[config.mk]
export PLATFORM = sky130hd
export DESIGN_NAME = sli_indicator
export DESIGN_NICKNAME = d
export VERILOG_FILES = /design/src/design/sli_pkg.sv /design/src/design/sli_indicator.sv /design/src/design/sli_timebase.sv
export SDC_FILE = /design/constraint.sdc
export NUM_CORES = 1
export LEC_CHECK = 0
export ABC_AREA = 1
export BUFFER_PORTS_ARGS = -buffer_cell sky130_fd_sc_hd__clkbuf_2
export CAP_MARGIN = 5
export CORE_ASPECT_RATIO = 1.1
export CORE_MARGIN = 5
export CORE_UTILIZATION = 40
export CTS_BUF_LIST = sky130_fd_sc_hd__clkbuf_16
export CTS_CLUSTER_SIZE = 28
export DETAILED_ROUTE_END_ITERATION = 16
export GPL_TIMING_DRIVEN = 0
export PLACE_DENSITY = 0.65
export SLEW_MARGIN = 20
export SYNTH_ARGS = -nofsm -noshare
export SYNTH_HDL_FRONTEND = slang
export SYNTH_SLANG_ARGS = --single-unit
[constraint.sdc]
create_clock -name sys_clk -period 5.6 [get_ports sys_clk]
set_input_delay 0.56 -clock sys_clk [delete_from_list [all_inputs] [get_ports sys_clk]]
set_output_delay 0.56 -clock sys_clk [all_outputs]
set_load 0.02 [all_outputs]
[src/design/sli_pkg.sv]
// Constants and types shared by the status indicator logic
// What this block does
// - Control power on and nothing else active: power/alarm indicator steady green.
// - Alarm active: power/alarm red blinks the alarm count, green off.
// - Torque power removal active: power/alarm green blinks, red off.
// - Information pending: power/alarm green and red double blink together.
// - Teaching or remote operation running: same green-and-red double blink.
// - Interlock released by held home switch: both blink until release time elapses.
// - Home switch input function executing: green and red lit together.
// - Simulation mode: cycle green, red, both, off repeatedly.
// - Network configuration invalid: module status green blinks, red off.
// - Normal operation: module status steady green, red off.
// - Resettable alarm or duplicate address: module status red blinks, green off.
// - Non-resettable alarm: module status steady red, green off.
// - Self-diagnosis: module and network status blink green and red alternately.
// - Online without scanner connection: network green blinks; offline: both off.
// - Scanner connection established online: network status steady green.
// - Scanner connection timed out: network status red blinks.
// - Duplicate IP address: network status steady red.
// - Link indicator off offline, on online idle, blinking with frame traffic.
// - Information condition produces the simultaneous double blink only when no alarm, simulation, removal, release or preset pattern is active.
package sli_pkg;
   localparam int CLK_PERIOD_NS = 25;
   localparam int MS_NS = 1000000;
   localparam int TICK_CYCLES = (MS_NS + CLK_PERIOD_NS - 1) / CLK_PERIOD_NS;
   localparam int BLINK_HALF_MS = 250;
   localparam logic [15:0] HOLD_MS = 16'h03e8;
   localparam logic [15:0] REL_TIME_RST = 16'h03e8;
   localparam logic [3:0] CTRL_OFS = 4'h0;
   localparam logic [3:0] REL_TIME_OFS = 4'h4;
   localparam logic [3:0] STATUS_OFS = 4'h8;
   localparam logic [3:0] INPUTS_OFS = 4'hc;
   localparam int CTRL_SIM_BIT = 0;
   localparam int CTRL_BLANK_BIT = 1;
   localparam logic [1:0] CTRL_RST = 2'h0;
   localparam int ALM_PAUSE = 4;
   typedef enum logic [3:0] {
      PA_OFF, PA_GREEN, PA_ALARM, PA_REMOVAL, PA_SIM, PA_RELEASE, PA_PRESET, PA_DOUBLE
   } sli_pa_e;
endpackage : sli_pkg

[src/design/sli_indicator.sv]
// Front-panel indicator controller with register port
//
// Our own choices: the plain strobed port and the register addresses.
`timescale 1ns/10ps
`default_nettype none
module sli_indicator
   import sli_pkg::*;
#(
   parameter int TICKS = TICK_CYCLES
) (
   input wire logic sys_clk,
   input wire logic rst_b,
   input wire logic clk_en,
   input wire logic [3:0] reg_addr,
   input wire logic [31:0] reg_wdata,
   input wire logic reg_wr,
   input wire logic reg_rd,
   output logic [31:0] reg_rdata,
   input wire logic ctrl_power_on,
   input wire logic alarm_active,
   input wire logic [3:0] alarm_count,
   input wire logic alarm_net_resettable,
   input wire logic power_removal_active,
   input wire logic info_pending,
   input wire logic teach_remote_active,
   input wire logic home_preset_sw_pin,
   input wire logic preset_func_active,
   input wire logic self_diag_active,
   input wire logic net_config_invalid,
   input wire logic ip_duplicate,
   input wire logic net_online,
   input wire logic scanner_connected,
   input wire logic scanner_timeout,
   input wire logic frame_activity,
   output logic pa_green,
   output logic pa_red,
   output logic ms_green,
   output logic ms_red,
   output logic ns_green,
   output logic ns_red,
   output logic la_led
);
   logic ms_tick;
   logic half_tick;
   logic [2:0] step;
   logic blink_on;
   logic dbl_on;

   sli_timebase #(
      .TICKS(TICKS)
   ) u_timebase (
      .sys_clk(sys_clk),
      .rst_b(rst_b),
      .clk_en(clk_en),
      .ms_tick(ms_tick),
      .half_tick(half_tick),
      .step_q(step)
   );

   // Blink and double blink shapes, all taken from the shared step count
   assign blink_on = ~step[0];
   assign dbl_on = (step == 3'h0) || (step == 3'h2);

   // Register port
   logic [1:0] ctrl_q, ctrl_d;
   logic [15:0] rel_time_q, rel_time_d;
   logic [31:0] rdata_d;
   logic [31:0] status_word;
   logic [31:0] inputs_word;

   always_comb begin
      ctrl_d = ctrl_q;
      rel_time_d = rel_time_q;
      if (reg_wr) begin
         unique case (reg_addr)
            CTRL_OFS: ctrl_d = reg_wdata[1:0];
            REL_TIME_OFS: rel_time_d = reg_wdata[15:0];
            default: ;
         endcase
      end
      rdata_d = 32'h0000_0000;
      if (reg_rd) begin
         unique case (reg_addr)
            CTRL_OFS: rdata_d = {30'h0, ctrl_q};
            REL_TIME_OFS: rdata_d = {16'h0000, rel_time_q};
            STATUS_OFS: rdata_d = status_word;
            INPUTS_OFS: rdata_d = inputs_word;
            default: rdata_d = 32'h0000_0000;
         endcase
      end
   end

   always_ff @(posedge sys_clk or negedge rst_b) begin
      if (!rst_b) begin
         ctrl_q <= CTRL_RST;
         rel_time_q <= REL_TIME_RST;
         reg_rdata <= 32'h0000_0000;
      end else if (clk_en) begin
         ctrl_q <= ctrl_d;
         rel_time_q <= rel_time_d;
         reg_rdata <= rdata_d;
      end
   end

   // Home switch pin synchroniser and hold detection
   logic sw_meta_q, sw_sync_q;
   logic [15:0] hold_ms_q, hold_ms_d;
   logic hold_done_q, hold_done_d;
   logic [15:0] rel_left_q, rel_left_d;
   logic release_start;

   always_ff @(posedge sys_clk or negedge rst_b) begin
      if (!rst_b) begin
         sw_meta_q <= 1'b0;
         sw_sync_q <= 1'b0;
      end else if (clk_en) begin
         sw_meta_q <= home_preset_sw_pin;
         sw_sync_q <= sw_meta_q;
      end
   end

   // A hold starts the release window once; the switch must be let go before the next
   always_comb begin
      hold_ms_d = hold_ms_q;
      hold_done_d = hold_done_q;
      release_start = 1'b0;
      if (!sw_sync_q) begin
         hold_ms_d = 16'h0000;
         hold_done_d = 1'b0;
      end else if (ms_tick && !hold_done_q) begin
         if (hold_ms_q == HOLD_MS - 16'h0001) begin
            hold_done_d = 1'b1;
            release_start = 1'b1;
         end else begin
            hold_ms_d = hold_ms_q + 16'h0001;
         end
      end
      rel_left_d = rel_left_q;
      if (release_start) begin
         rel_left_d = rel_time_q;
      end else if (ms_tick && rel_left_q != 16'h0000) begin
         rel_left_d = rel_left_q - 16'h0001;
      end
   end

   always_ff @(posedge sys_clk or negedge rst_b) begin
      if (!rst_b) begin
         hold_ms_q <= 16'h0000;
         hold_done_q <= 1'b0;
         rel_left_q <= 16'h0000;
      end else if (clk_en) begin
         hold_ms_q <= hold_ms_d;
         hold_done_q <= hold_done_d;
         rel_left_q <= rel_left_d;
      end
   end

   // Alarm blink count: N red flashes, then a pause, repeated
   logic [5:0] alm_idx_q, alm_idx_d;
   logic [5:0] alm_flash;
   logic alm_on;

   always_comb begin
      alm_flash = (alarm_count == 4'h0) ? 6'h02 : {1'b0, alarm_count, 1'b0};
      alm_idx_d = alm_idx_q;
      if (!alarm_active) begin
         alm_idx_d = 6'h00;
      end else if (half_tick) begin
         if (alm_idx_q >= alm_flash + 6'(ALM_PAUSE - 1)) begin
            alm_idx_d = 6'h00;
         end else begin
            alm_idx_d = alm_idx_q + 6'h01;
         end
      end
      alm_on = (alm_idx_q < alm_flash) && !alm_idx_q[0];
   end

   always_ff @(posedge sys_clk or negedge rst_b) begin
      if (!rst_b) begin
         alm_idx_q <= 6'h00;
      end else if (clk_en) begin
         alm_idx_q <= alm_idx_d;
      end
   end

   // Pattern selection and LED drive
   sli_pa_e pa_sel;
   logic pa_g_d, pa_r_d, ms_g_d, ms_r_d, ns_g_d, ns_r_d, la_d;
   logic blank;

   always_comb begin
      blank = !ctrl_power_on || ctrl_q[CTRL_BLANK_BIT];
      if (blank) begin
         pa_sel = PA_OFF;
      end else if (alarm_active) begin
         pa_sel = PA_ALARM;
      end else if (ctrl_q[CTRL_SIM_BIT]) begin
         pa_sel = PA_SIM;
      end else if (power_removal_active) begin
         pa_sel = PA_REMOVAL;
      end else if (rel_left_q != 16'h0000) begin
         pa_sel = PA_RELEASE;
      end else if (preset_func_active) begin
         pa_sel = PA_PRESET;
      end else if (info_pending || teach_remote_active) begin
         pa_sel = PA_DOUBLE;
      end else begin
         pa_sel = PA_GREEN;
      end
      unique case (pa_sel)
         PA_OFF: {pa_g_d, pa_r_d} = 2'b00;
         PA_GREEN: {pa_g_d, pa_r_d} = 2'b10;
         PA_ALARM: {pa_g_d, pa_r_d} = {1'b0, alm_on};
         PA_REMOVAL: {pa_g_d, pa_r_d} = {blink_on, 1'b0};
         PA_SIM: begin
            unique case (step[1:0])
               2'h0: {pa_g_d, pa_r_d} = 2'b10;
               2'h1: {pa_g_d, pa_r_d} = 2'b01;
               2'h2: {pa_g_d, pa_r_d} = 2'b11;
               2'h3: {pa_g_d, pa_r_d} = 2'b00;
            endcase
         end
         PA_RELEASE: {pa_g_d, pa_r_d} = {blink_on, blink_on};
         PA_PRESET: {pa_g_d, pa_r_d} = 2'b11;
         PA_DOUBLE: {pa_g_d, pa_r_d} = {dbl_on, dbl_on};
         default: {pa_g_d, pa_r_d} = 2'b00;
      endcase
      // Module status
      if (blank) begin
         {ms_g_d, ms_r_d} = 2'b00;
      end else if (self_diag_active) begin
         {ms_g_d, ms_r_d} = {blink_on, ~blink_on};
      end else if (alarm_active && !alarm_net_resettable) begin
         {ms_g_d, ms_r_d} = 2'b01;
      end else if (alarm_active || ip_duplicate) begin
         {ms_g_d, ms_r_d} = {1'b0, blink_on};
      end else if (net_config_invalid) begin
         {ms_g_d, ms_r_d} = {blink_on, 1'b0};
      end else begin
         {ms_g_d, ms_r_d} = 2'b10;
      end
      // Network status
      if (blank) begin
         {ns_g_d, ns_r_d} = 2'b00;
      end else if (self_diag_active) begin
         {ns_g_d, ns_r_d} = {blink_on, ~blink_on};
      end else if (ip_duplicate) begin
         {ns_g_d, ns_r_d} = 2'b01;
      end else if (scanner_timeout) begin
         {ns_g_d, ns_r_d} = {1'b0, blink_on};
      end else if (!net_online) begin
         {ns_g_d, ns_r_d} = 2'b00;
      end else if (scanner_connected) begin
         {ns_g_d, ns_r_d} = 2'b10;
      end else begin
         {ns_g_d, ns_r_d} = {blink_on, 1'b0};
      end
      // Link and activity
      if (blank || !net_online) begin
         la_d = 1'b0;
      end else if (frame_activity) begin
         la_d = blink_on;
      end else begin
         la_d = 1'b1;
      end
   end

   always_ff @(posedge sys_clk or negedge rst_b) begin
      if (!rst_b) begin
         pa_green <= 1'b0;
         pa_red <= 1'b0;
         ms_green <= 1'b0;
         ms_red <= 1'b0;
         ns_green <= 1'b0;
         ns_red <= 1'b0;
         la_led <= 1'b0;
      end else if (clk_en) begin
         pa_green <= pa_g_d;
         pa_red <= pa_r_d;
         ms_green <= ms_g_d;
         ms_red <= ms_r_d;
         ns_green <= ns_g_d;
         ns_red <= ns_r_d;
         la_led <= la_d;
      end
   end

   assign status_word = {12'h000, 4'(pa_sel), 9'h000, la_led, ns_red, ns_green,
                         ms_red, ms_green, pa_red, pa_green};
   assign inputs_word = {16'h0000, rel_left_q};
endmodule : sli_indicator
`default_nettype wire

[src/design/sli_timebase.sv]
// Free-running timebase shared by every blinking indicator pattern and the home switch timers
`timescale 1ns/10ps
`default_nettype none
module sli_timebase
   import sli_pkg::*;
#(
   parameter int TICKS = TICK_CYCLES
) (
   input wire logic sys_clk,
   input wire logic rst_b,
   input wire logic clk_en,
   output logic ms_tick,
   output logic half_tick,
   output logic [2:0] step_q
);
   logic [15:0] cyc_q, cyc_d;
   logic [15:0] ms_q, ms_d;
   logic [2:0] step_d;

   always_comb begin
      cyc_d = cyc_q + 16'h0001;
      ms_d = ms_q;
      step_d = step_q;
      ms_tick = (cyc_q == 16'(TICKS - 1));
      half_tick = ms_tick && (ms_q == 16'(BLINK_HALF_MS - 1));
      if (ms_tick) begin
         cyc_d = 16'h0000;
         ms_d = ms_q + 16'h0001;
      end
      if (half_tick) begin
         ms_d = 16'h0000;
         step_d = step_q + 3'h1;
      end
   end

   always_ff @(posedge sys_clk or negedge rst_b) begin
      if (!rst_b) begin
         cyc_q <= 16'h0000;
         ms_q <= 16'h0000;
         step_q <= 3'h0;
      end else if (clk_en) begin
         cyc_q <= cyc_d;
         ms_q <= ms_d;
         step_q <= step_d;
      end
   end
endmodule : sli_timebase
`default_nettype wire

### Yosys cells after proc, flatten, opt, wreduce, memory -nomap -nowiden

Cells that the tools add are included.

* mux-type cells: 52
* $lt $le $gt $ge: 2
* equal/unequal tests: 21
* bitwise gates (word level): 1
* reduce and logical (&&, ||, !) cells: 36
* add/sub/neg operators: 7

Operators by type and width (count)
* $mux W16: 8
* $pmux W19 S4: 1
* $add A16 B1 Y16 const B: 3
* $mux W1: 27
* $mux W3: 7
* $eq A4 B3 Y1 const B: 5
* $mux W19: 1
* $mux W6: 3
* $eq A16 B10 Y1 const B: 1
* $eq A16 B16 Y1 const B: 1
* $eq A16 B8 Y1 const B: 1
* $reduce_bool A16 Y1: 1
* $sub A16 B1 Y16 const B: 1
* $reduce_and A3 Y1: 4
* $reduce_or A2 Y1: 6
* $eq A4 B2 Y1 const B: 2
* $eq A4 B4 Y1 const B: 2
* $logic_not A4 Y1: 2
* $reduce_and A2 Y1: 4
* $add A5 B2 Y6 const B: 1
* $add A6 B1 Y6 const B: 1
* $ge A6 B6 Y1: 1
* $lt A6 B5 Y1: 1
* $ne A2 B1 Y1 const B: 3
* other kinds (17): 32

* input bits: 60
* output and inout port bits: 39
* bits in registers: 133
* logic and storage cells: 138

### Depth between registers and ports, before layout

Gate-level depths: netlist of run 1.

* depth in word-level cells: 11
* mapped depth: 14
* gate-level depth less buffers: 14

### Hierarchy

Synthesis of run 1 repeated with hierarchy kept, for this count alone.

* cells, all modules: 1029
* area, all modules: 7483.4 um2

Modules (own cells, without submodules)
* sli_indicator: cells an instance 677, area an instance 5154.9 um2, instances 1
* sli_timebase: cells an instance 352, area an instance 2328.5 um2, instances 1

### Worst setup path after synthesis of run 1

No wires, ideal clock.

* kind: flip-flop to flip-flop
* start point: register u_timebase.cyc_q[0]
* end point: register hold_ms_q[10]
* data required time: 5459 ps
* path buffers: 1
* library setup time: 141 ps
* arrival: 1681 ps
* clock period less this slack: 1822 ps
* setup slack: 3778 ps
* cell stages (with the launch flop): 12
* cells stage by stage: dfrtp_1 -> ha_1 -> nand2_1 -> nor3_2 -> nand4_4 -> nor2_8 -> inv_4 -> nor2_4 -> nor2_2 -> buf_4 -> nand2_1 -> o31ai_2

* cells in the longest elaborated chain, start to end: 4

Ends and longest elaborated chain
* start: declaration: RTL line sli_timebase.sv:16 `logic [15:0] cyc_q, cyc_d;`
* start signal: assignment: RTL line sli_timebase.sv:42 `cyc_q <= cyc_d;`
* $eq A16 B16 Y1: RTL line sli_timebase.sv:24 `ms_tick = (cyc_q == 16'(TICKS - 1));`
* $logic_and A1 B1 Y1: RTL line sli_indicator.sv:130 `end else if (ms_tick && !hold_done_q) begin`
* $ne A2 B1 Y1 (no line)
* $reduce_and A3 Y1 (no line)
* end signal: assignment: RTL line sli_indicator.sv:152 `hold_ms_q <= hold_ms_d;`
* end: declaration: RTL line sli_indicator.sv:107 `logic [15:0] hold_ms_q, hold_ms_d;`

Every way passes these cells.
A chain may end at the register's enable or synchronous reset.

### Worst setup path after layout of run 1

* start point: register hold_ms_q[0]
* end point: register rel_left_q[7]

* cells in the longest elaborated chain, start to end: 6
* elaborated cells between the ends (all ways): 7

Ends and longest elaborated chain
* $eq A16 B10 Y1 *: RTL line sli_indicator.sv:131 `if (hold_ms_q == HOLD_MS - 16'h0001) begin`
* $mux W1 *: RTL line sli_indicator.sv:131
* $mux W1 *: RTL line sli_indicator.sv:130
* $mux W1 *: RTL line sli_indicator.sv:127 `if (!sw_sync_q) begin`
* $reduce_bool A2 Y1 (no line)
* $reduce_and A2 Y1 (no line)
* end signal: assignment: RTL line sli_indicator.sv:154 `rel_left_q <= rel_left_d;`
* end: declaration: RTL line sli_indicator.sv:109 `logic [15:0] rel_left_q, rel_left_d;`

Every way passes the cells marked *; elsewhere a longest branch is shown, timed or not.

==> results of run 1 <==
[routing by layer]
metal	up-vias	GRT usage	part of all wire
met1	2966	0.248	0.47
met4	0	0.0677	0.023
met2	157	0.289	0.46
met3	33	0.0376	0.043
met5	-	0	0
li1	3281	-	-
[Yosys cell counts (all sizes together) (6+ instances only)]
| cell type | number |
|---|---|
| buf | 23 |
| clkbuf | 16 |
| nor2 | 92 |
| o31ai | 13 |
| nand3b | 6 |
| o22ai | 12 |
| nand3 | 64 |
| dfstp | 6 |
| nor4 | 7 |
| ha | 20 |
| dfrtp | 114 |
| inv | 123 |
| a21oi | 34 |
| o21ai | 74 |
| xor2 | 34 |
| nor3 | 24 |
| nand4 | 29 |
| nand2 | 216 |
[power by group]
part	total, mW	switching, mW	internal, mW
registers	1.01	0.0684	0.944
clock network	1.09	0.402	0.690
logic	0.301	0.196	0.105
total	2.41	0.666	1.74
[final cells by class]
type                            count  area, um2  area share
Clock inverter                     15        163      0.0190
Inverter                          124        468      0.0546
Buffer                             39        221      0.0259
Multi-Input combinational cell    670       3600       0.420
Clock buffer                       17        425      0.0497
Tap cell                          238        298      0.0348
Sequential cell                   120       3010       0.351
Timing Repair Buffer               70        382      0.0446
[worst max-delay path, stage by stage (launching register included)]
cell,delay [ns]
dfrtp_1,0.43
ha_1,0.30
nand2_1,0.14
nor3_1,0.20
nand2b_1,0.14
inv_1,0.09
nand2_2,0.15
o21ai_4,0.30
buf_6,0.19
o211ai_1,0.08
nand2_1,0.07
[through the flow]
| stage | instances | utilization | hold slack [ns] | worst slack, ns |
|---|---|---|---|---|
| 2_1_floorplan | 953 | - | 0.264 | 3.78 |
| 3_3_place_gp | 1260 | 0.448 | 0.459 | 2.02 |
| 3_5_place_dp | 1261 | 0.450 | 0.459 | 3.17 |
| 4_1_cts | 1293 | 0.483 | 0.0368 | 3.48 |
| 5_1_grt | 1293 | 0.483 | 0.0469 | 3.20 |
| 6_report | 1293 | 0.483 | 0.0319 | 3.44 |
[state kept, by name, summed over array words and instances, names as in the netlist, 2 cells and up]
signal	flops
alm_idx_q	6
ctrl_q	2
hold_ms_q	16
reg_rdata	19
rel_left_q	16
rel_time_q	16
u_timebase.cyc_q	16
u_timebase.ms_q	16
u_timebase.step_q	3
[cell families after synthesis]
kind of cell               count (synthesis)
AOI/OAI and AO/OA                        155
xor gates and xnor gates                  38
adders and majority gates                 20
buffers and inverters                    163
DFF                                      120
muxes                                      2
other                                      1
and+or+nand+nor                          442
[path summary, 6_finish.rpt]
kind,start,slack [ns],cells after the start,end
max,hold_ms_q[0],3.44,10,rel_left_q[7]
min,rst_b,0.03,1,u_timebase.ms_q[10]
max reg2reg,hold_ms_q[0],3.44,10,rel_left_q[7]
min reg2reg,sw_meta_q,0.47,2,sw_meta_q
max in group asynchronous,rst_b,4.82,2,rel_time_q[6]
min in group sys_clk,reg_wdata[3],0.35,3,rel_time_q[3]
==> metrics.txt, run 1 <==
status=finished, final reports clean; vias in the first global route=~6200; IO Pins=between 90 and 100; initial antenna violation count=0; RSZ-0062 raised after global routing=false; drt drc=0; Routed WL=18.3 mm; share of cells above drive strength 1=0.153; largest cells by area after synthesis=dfrtp_1 (39%), nand2_1 (11%), inv_1 (6.2%), o21ai_0 (4.6%), nor2_1 (4.4%); synthesized netlist cell count=941; Post-Synth Simple-Gate Area=0.274; multiplexer share of the synthesized area=0.00311; YS warnings=0; Filler cells=1776; worst path required time=approximately 6.0 ns; post-synthesis xor/xnor area fraction=0.0459; register area share after synthesis=0.415; die area=roughly 0.021 mm2; TritonCTS Sinks=120; global route overflow=0; worst-margin pin slew=between 0.7 and 0.8 ns; diodes inserted=0; post-synthesis cell area=0.00725 mm2; I/O Buffers=between 60 and 70; Total GRT Usage=0.182; max-slew violations=0; detailed-route via count=6437; Synth Area in Adders=0.0345; Arrival @ worst endpoint=2.52 ns; placed cell area=about 0.008 mm2; Clock transition at path regs=roughly 0.060 ns; average wire per standard cell=14.2 um; first-pass GRT wire length=31.1 mm; Post-Route Setup TNS=0 ns; routability-driven placement congestion ratio=roughly 0.85; fin nets=roughly 1100; MaxCap Viol Count=0; vias per inst=between 4 and 5; post-route cell area=between 0.008 and 0.009 mm2; post-synth top area cell=dfrtp_1; Post-synth EDFFs=0; Power Density=281 mW/mm2; Max clock buf depth=2; total power=2.41 mW; startpoint types=register; number of synthesized register bits=120; Pleak=between 4 and 5 nW; commonest non-fill, non-tap cell in the layout=nand2_1; fmax=0.463 GHz; CTS Hold Buffers Added=0; DRT iter0 DRCs=roughly 420; Area Growth Syn to Fin=18.1%; syn avg cell area=around 7.7 um2; CP endpoint kind=register; Skew-Pair Late Insertion Delay=between 0.4 and 0.5 ns; die width=138 um; critical path type=reg -> reg; Vert. Die Dim=between 150 and 200 um; Peak VDD IR=between 0.2 and 0.25 mV; Final period util=0.386; final hold vios=0; commonest non-fill, non-tap cells in the layout=nand2_1 (212), inv_1 (120), dfrtp_1 (114); endpoints failing setup=0; largest net degree at the start of global routing=about 90; setup bufs post-CTS=0; main combinational cell family by area after synthesis=simple AND/OR/NAND/NOR gates; Min-Delay Path Class=in -> async; Resized cells post-CTS=0; Main synth FF type=dfrtp_1; H-tree depth=4; min cycle time layout=~2.2 ns; Core ar.=between 0.015 and 0.02 mm2; CTS tree=done; Final Skew=between 0.006 and 0.007 ns; HPWL after DPL=~14 mm; Yosys top cell area share=0.393; CTS Buf Count=17; Synth Area in Compound Gates=0.131; async set-reset flop share out of synthesis=1.00; CP max FO=10; drt first pass iters=5; Distinct cells, synth=55; row count=51; slew margin rel.=0.514; root buffer cell=clkbuf_16; antenna-violating nets left=0; Starting Density=0.409
Power figures use the tool's default switching activity.
==> run 2: changes to the inputs <==
Settings changed: ABC_AREA 1 to 0.
Clock period 5.6 ns to 2.25 ns, I/O delays scaled along.
==> run 2 against run 1 <==
  * The flow now finishes with violations (negative setup slack)
  * First-iteration DRC count fell by 13%
  * Setup slack got worse by 3.6 ns
  * Die area fell by 9.1%
  * Critical endpoint is now alm_idx_q[5]
  * Final cell count fell by 18%
  * Clock-buffer cell count did not move
  * Sequential share of layout area fell by 0.24 points
  * Largest power group unchanged
  * Highest routed layer unchanged
==> metrics.txt, run 2 <==
min cycle time layout=about 2.4 ns; Final WS setup=-0.153 ns; CTS tree=done; post-synthesis cell area=0.00654 mm2; status=finished, violations left; Total GRT Usage=0.180; HPWL after DPL=between 10 and 15 mm; Core ar.=around 0.016 mm2; Routed WL=~17 mm; CP peak stage delay=around 0.55 ns; largest cells by area after synthesis=dfrtp_1 (44%), ha_1 (3.8%), o21ai_0 (3.8%), mux2_2 (3.4%), a21oi_1 (3.3%); Final period util=1.07; first-pass GRT wire length=between 20 and 30 mm; global route overflow=0; initial antenna violation count=0; Min-Delay Path Class=in -> reg; Power Density=approximately 660 mW/mm2; Yosys top cell area share=0.436; YS warnings=0; Main synth FF type=dfrtp_1; placed cell area=between 0.007 and 0.008 mm2; die area=0.0190 mm2; CP max FO=7; critical path type=reg -> reg; startpoint types=register; I/O Buffers=69; CP most frequent cell=or4_4; commonest non-fill, non-tap cells in the layout=dfrtp_1 (111), clkbuf_2 (70), inv_1 (47); endpoints failing setup=30; Max clock buf depth=2; post-route cell area=between 0.008 and 0.009 mm2; TritonCTS Sinks=120; die width=132 um; Post-Route Setup TNS=-2.35 ns; max reg flops=19; antenna-violating nets left=0; CTS Buf Count=17; RSZ-0062 raised after global routing=true; Pleak=between 3 and 4 nW; MaxCap Viol Count=0; IO Pins=around 100; share of cells above drive strength 1=0.307; max-slew violations=0; drt first pass iters=5; Skew-Pair Late Insertion Delay=between 0.4 and 0.5 ns; row count=approximately 50; slew margin rel.=0.520; routability-driven placement congestion ratio=0.843; worst path required time=2.54 ns; Area Growth Syn to Fin=32.0%; number of synthesized register bits=120; largest register by flop count=reg_rdata; vias per inst=between 5 and 6; largest net degree at the start of global routing=64; CP endpoint kind=register; worst-margin pin slew=around 0.71 ns; post-synth top area cell=dfrtp_1; diodes inserted=0; Filler cells=~1400; register area share after synthesis=0.460; syn avg cell area=9.33 um2; average wire per standard cell=approximately 16 um; drt drc=0; async set-reset flop share out of synthesis=1.00; final hold vios=0; CP Cell Sequence=or4_4 > or4_4 > buf_6 > o31ai_4 > nand2_4 > a2bb2oi_2 > o41ai_2; Vert. Die Dim=roughly 140 um; Final Skew=between 0.008 and 0.009 ns; total power=~5.7 mW; Finished Core Util=0.533; Commonest cells post-synth=dfrtp_1 (114), nor2_1 (55), nand2_1 (50), o21ai_0 (50), inv_1 (47); count leader, synth=dfrtp_1; synthesized netlist cell count=701; fmax=between 0.4 and 0.5 GHz; detailed-route via count=5678; Peak VDD IR=about 0.62 mV; fin nets=a little over 900; root buffer cell=clkbuf_16; CP max-delay cell=or4_4; Clock transition at path regs=approximately 0.060 ns; Starting Density=0.404; H-tree depth=4; Arrival @ worst endpoint=between 2 and 3 ns; commonest non-fill, non-tap cell in the layout=dfrtp_1; Post-synth EDFFs=0; vias in the first global route=around 5500; Distinct cells, synth=62; DRT iter0 DRCs=between 300 and 400; pre-CTS setup slack=-0.783 ns; failing checks=negative setup slack
[run 2: changes by cell type after synthesis, sizes merged, moves of 11 or more]
cell   previous run  this run
nand4            29        18
xor2             34        14
nand2           216        50
nand3            64        35
inv             123        47
mux2              2        20
nor2             92        55
xnor2             4        24
o21ai            74        50
[run 2: cell type report]
| cell class | instances | area [um2] | share of cell area |
|---|---|---|---|
| Clock inverter | 15 | 160 | 0.0186 |
| Clock buffer | 17 | 425 | 0.0493 |
| Buffer | 39 | 263 | 0.0304 |
| Timing Repair Buffer | 107 | 709 | 0.0822 |
| Inverter | 47 | 176 | 0.0204 |
| Tap cell | 204 | 255 | 0.0296 |
| Sequential cell | 120 | 3010 | 0.349 |
| Multi-Input combinational cell | 506 | 3630 | 0.420 |
[run 2: cells by family after synthesis]
family	share of synthesized area
XOR/XNOR	0.0509
adder cells (fa/ha/maj)	0.0383
buffers and inverters	0.0587
multiplexers	0.0390
AND/OR/NAND/NOR	0.203
flip-flops	0.460
other	0.000573
AO/OA/AOI/OAI	0.149
[run 2: where the power goes]
group,switching (mW),internal (mW),total [mW]
logic,0.307,0.247,0.554
clock network,0.999,1.72,2.72
registers,0.151,2.31,2.46
total,1.46,4.27,5.73
[run 2: what timing repair did]
action                                  in CTS  in global routing
endpoints found under the setup margin      69                 67
resized for setup                           66                 83
gates cloned                                 4                  1
hold buffers                                 1                  0
buffers inserted                            19                 13
pin swaps                                   22                 33
endpoints found under the hold margin       56                  0
[run 2: per-stage QoR]
step,std cells,hold slack [ns]
floorplan,713,-0.0706
global placement,986,0.458
detailed placement,987,0.258
CTS,1043,0.0187
global route,1055,0.0271
finish,1055,0.0317
[run 2: routing by layer]
metal / GRT usage / wire [um]
met5: 0 / 0
met4: 0.0758 / 485
met3: 0.0404 / 763
met2: 0.312 / 8820
met1: 0.217 / 7270
[run 2: critical path, delay by kind of cell (launching register included)]
| family | cells | cell delay, ns |
|---|---|---|
| AO/OA/AOI/OAI | 3 | 0.54 |
| buffers and inverters | 1 | 0.15 |
| AND/OR/NAND/NOR | 3 | 1.18 |
| flip-flops | 1 | 0.40 |
[run 2: final timing paths]
kind	from	to	slack [ns]	depth (start not counted)
worst min-delay path	reg_wdata[12]	rel_time_q[12]	0.03	2
min in group asynchronous	rst_b	reg_rdata[5]	0.36	2
max in group asynchronous	rst_b	alm_idx_q[5]	1.20	3
worst max-delay path	u_timebase.cyc_q[7]	alm_idx_q[5]	-0.15	7
worst max register to register	u_timebase.cyc_q[7]	alm_idx_q[5]	-0.15	7
worst min register to register	u_timebase.ms_q[15]	u_timebase.ms_q[15]	0.48	1
==> run 3: changes to the inputs <==
==> constraint.sdc (replaced) <==
create_clock -name sys_clk -period 2.25 [get_ports sys_clk]
set_input_delay 0.1125 -clock sys_clk [delete_from_list [all_inputs] [get_ports sys_clk]]
set_output_delay 0.1125 -clock sys_clk [all_outputs]
set_load 0.02 [all_outputs]
==> run 3 against run 2 <==
  * Largest power group unchanged
  * Final cell count grew 2.4%
  * Combinational power grew 5.2%
  * Critical endpoint is now alm_idx_q[4]
  * The run still ends with negative setup slack left
  * Critical path depth is the same
  * Register-to-register slack gained 0.02 ns
  * Core utilization grew 0.80 points
==> metrics.txt, run 3 (synthesis gave the netlist of run 2 again) <==
status=finished, violations left; IO Pins=99; Peak VDD IR=around 0.62 mV; vias per inst=around 5.4; dpl cells=about 990; I/O Buffers=69; endpoints failing setup=20; routability-driven placement congestion ratio=between 0.8 and 0.9; antenna-violating nets left=0; die area=around 0.019 mm2; slew margin rel.=0.535; drt drc=0; fin nets=943; first-pass GRT wire length=about 28 mm; CTS tree=done; Core ar.=about 0.016 mm2; CP endpoint kind=register; Min-Delay Path Class=in -> reg; Final Non-Filler Cells=1080; Total GRT Usage=0.183; failing checks=negative setup slack; final hold vios=0; Pleak=about 4.0 nW; CTS Buf Count=17; largest net degree at the start of global routing=64; met3 wire length=between 700 and 800 um; commonest non-fill, non-tap cell in the layout=dfrtp_1; H-tree depth=4; largest register by flop count=reg_rdata; DRT iter0 DRCs=350; Max clock buf depth=2; max-slew violations=0; worst-margin pin slew=about 0.7 ns; global route overflow=0; Skew-Pair Late Insertion Delay=0.43 ns; Routed WL=around 17 mm; startpoint types=register; HPWL after DPL=11.5 mm; Power Density=roughly 660 mW/mm2; detailed-route via count=around 5800; die width=between 100 and 150 um; Final period util=1.06; initial antenna violation count=0; Finished Core Util=0.541; Final Skew=0.00893 ns; Final WS setup=-0.136 ns; share of cells above drive strength 1=0.293; min cycle time layout=~2.4 ns; worst path required time=~2.6 ns; met2 wire len=8.68 mm; average wire per standard cell=about 16 um; diodes inserted=0; fmax=about 0.42 GHz; max reg flops=19; TritonCTS Sinks=120; RSZ-0062 raised after global routing=true; commonest non-fill, non-tap cells in the layout=dfrtp_1 (110), clkbuf_2 (70), inv_1 (47), nor2_1 (47), nand2_1 (45); Area Growth Syn to Fin=34.0%; highest routed layer=met4; CP max FO=5; row count=a little under 50; Starting Density=0.404; root buffer cell=clkbuf_16; Arrival @ worst endpoint=around 2.7 ns; critical path type=reg -> reg; wl on met1=roughly 7.5 mm; Vert. Die Dim=around 140 um; vias in the first global route=5548; drt first pass iters=5; pre-CTS setup slack=-0.783 ns; Post-Route Setup TNS=-1.96 ns; MaxCap Viol Count=0; Clock transition at path regs=about 0.06 ns
[run 3: changes by cell type in the layout (fill, tap and decap cells not counted), moves of 3 or more]
cell,previous run,this run
nor2_1,42,47
o21ai_1,24,19
o21ai_0,21,25
buf_4,35,43
nor2_4,7,1
nor3_1,7,11
dlygate4sd3_1,1,21
nor3_4,6,3
[run 3: area by class of cell]
| cell class | count | area (um2) |
|---|---|---|
| tap | 204 | 255 |
| buffer | 39 | 268 |
| multi-input combinational | 506 | 3510 |
| clock inverter | 15 | 160 |
| clock buffer | 17 | 425 |
| sequential | 120 | 3020 |
| timing repair buffer | 132 | 951 |
| inverter | 47 | 176 |
| fill | 1443 | 7420 |
[run 3: worst paths after layout]
| check | end | slack [ns] | startpoint | cells after the start |
|---|---|---|---|---|
| min in group asynchronous | ns_red | 0.24 | rst_b | 2 |
| max in group asynchronous | u_timebase.cyc_q[7] | 1.32 | rst_b | 3 |
| worst max-delay path | alm_idx_q[4] | -0.14 | u_timebase.cyc_q[7] | 7 |
| worst max register to register | alm_idx_q[4] | -0.14 | u_timebase.cyc_q[7] | 7 |
| worst min-delay path | ns_green | 0.04 | scanner_connected | 3 |
| worst min register to register | u_timebase.ms_q[15] | 0.47 | u_timebase.ms_q[15] | 1 |
[run 3: what timing repair did]
action	in CTS	in global routing
endpoints found under the setup margin	69	58
hold buffers	21	0
gates cloned	4	0
gates resized for setup	60	65
hold endpoints to repair	77	0
pin swaps	22	25
setup buffers	19	19
[run 3: critical path, cell delays in order, from the launching register on]
cell,delay [ns]
dfrtp_2,0.40
or4_4,0.55
or4_4,0.50
buf_6,0.15
nor3_4,0.18
nand3_2,0.11
or3_1,0.32
o211ai_1,0.09
[run 3: per-layer routing]
layer  vias up  global-route usage
li1       2825                   -
met4         0              0.0769
met5         -                   0
met2       146               0.312
met1      2780               0.225
met3        29              0.0404
[run 3: report_power, final]
| part | switching [mW] | internal [mW] | total (mW) |
|---|---|---|---|
| Clock | 0.993 | 1.72 | 2.71 |
| Sequential | 0.151 | 2.31 | 2.46 |
| Combinational | 0.312 | 0.271 | 0.583 |
| Total | 1.46 | 4.30 | 5.75 |
[run 3: per-stage QoR]
stage	area (um2)	power [mW]	hold WS, ns
6_report	8760	5.75	0.0434
5_1_grt	8760	5.97	0.0606
4_1_cts	8410	5.77	0.0300
3_5_place_dp	7250	3.01	0.146
3_3_place_gp	7220	2.99	0.346
2_1_floorplan	6620	2.78	-0.183
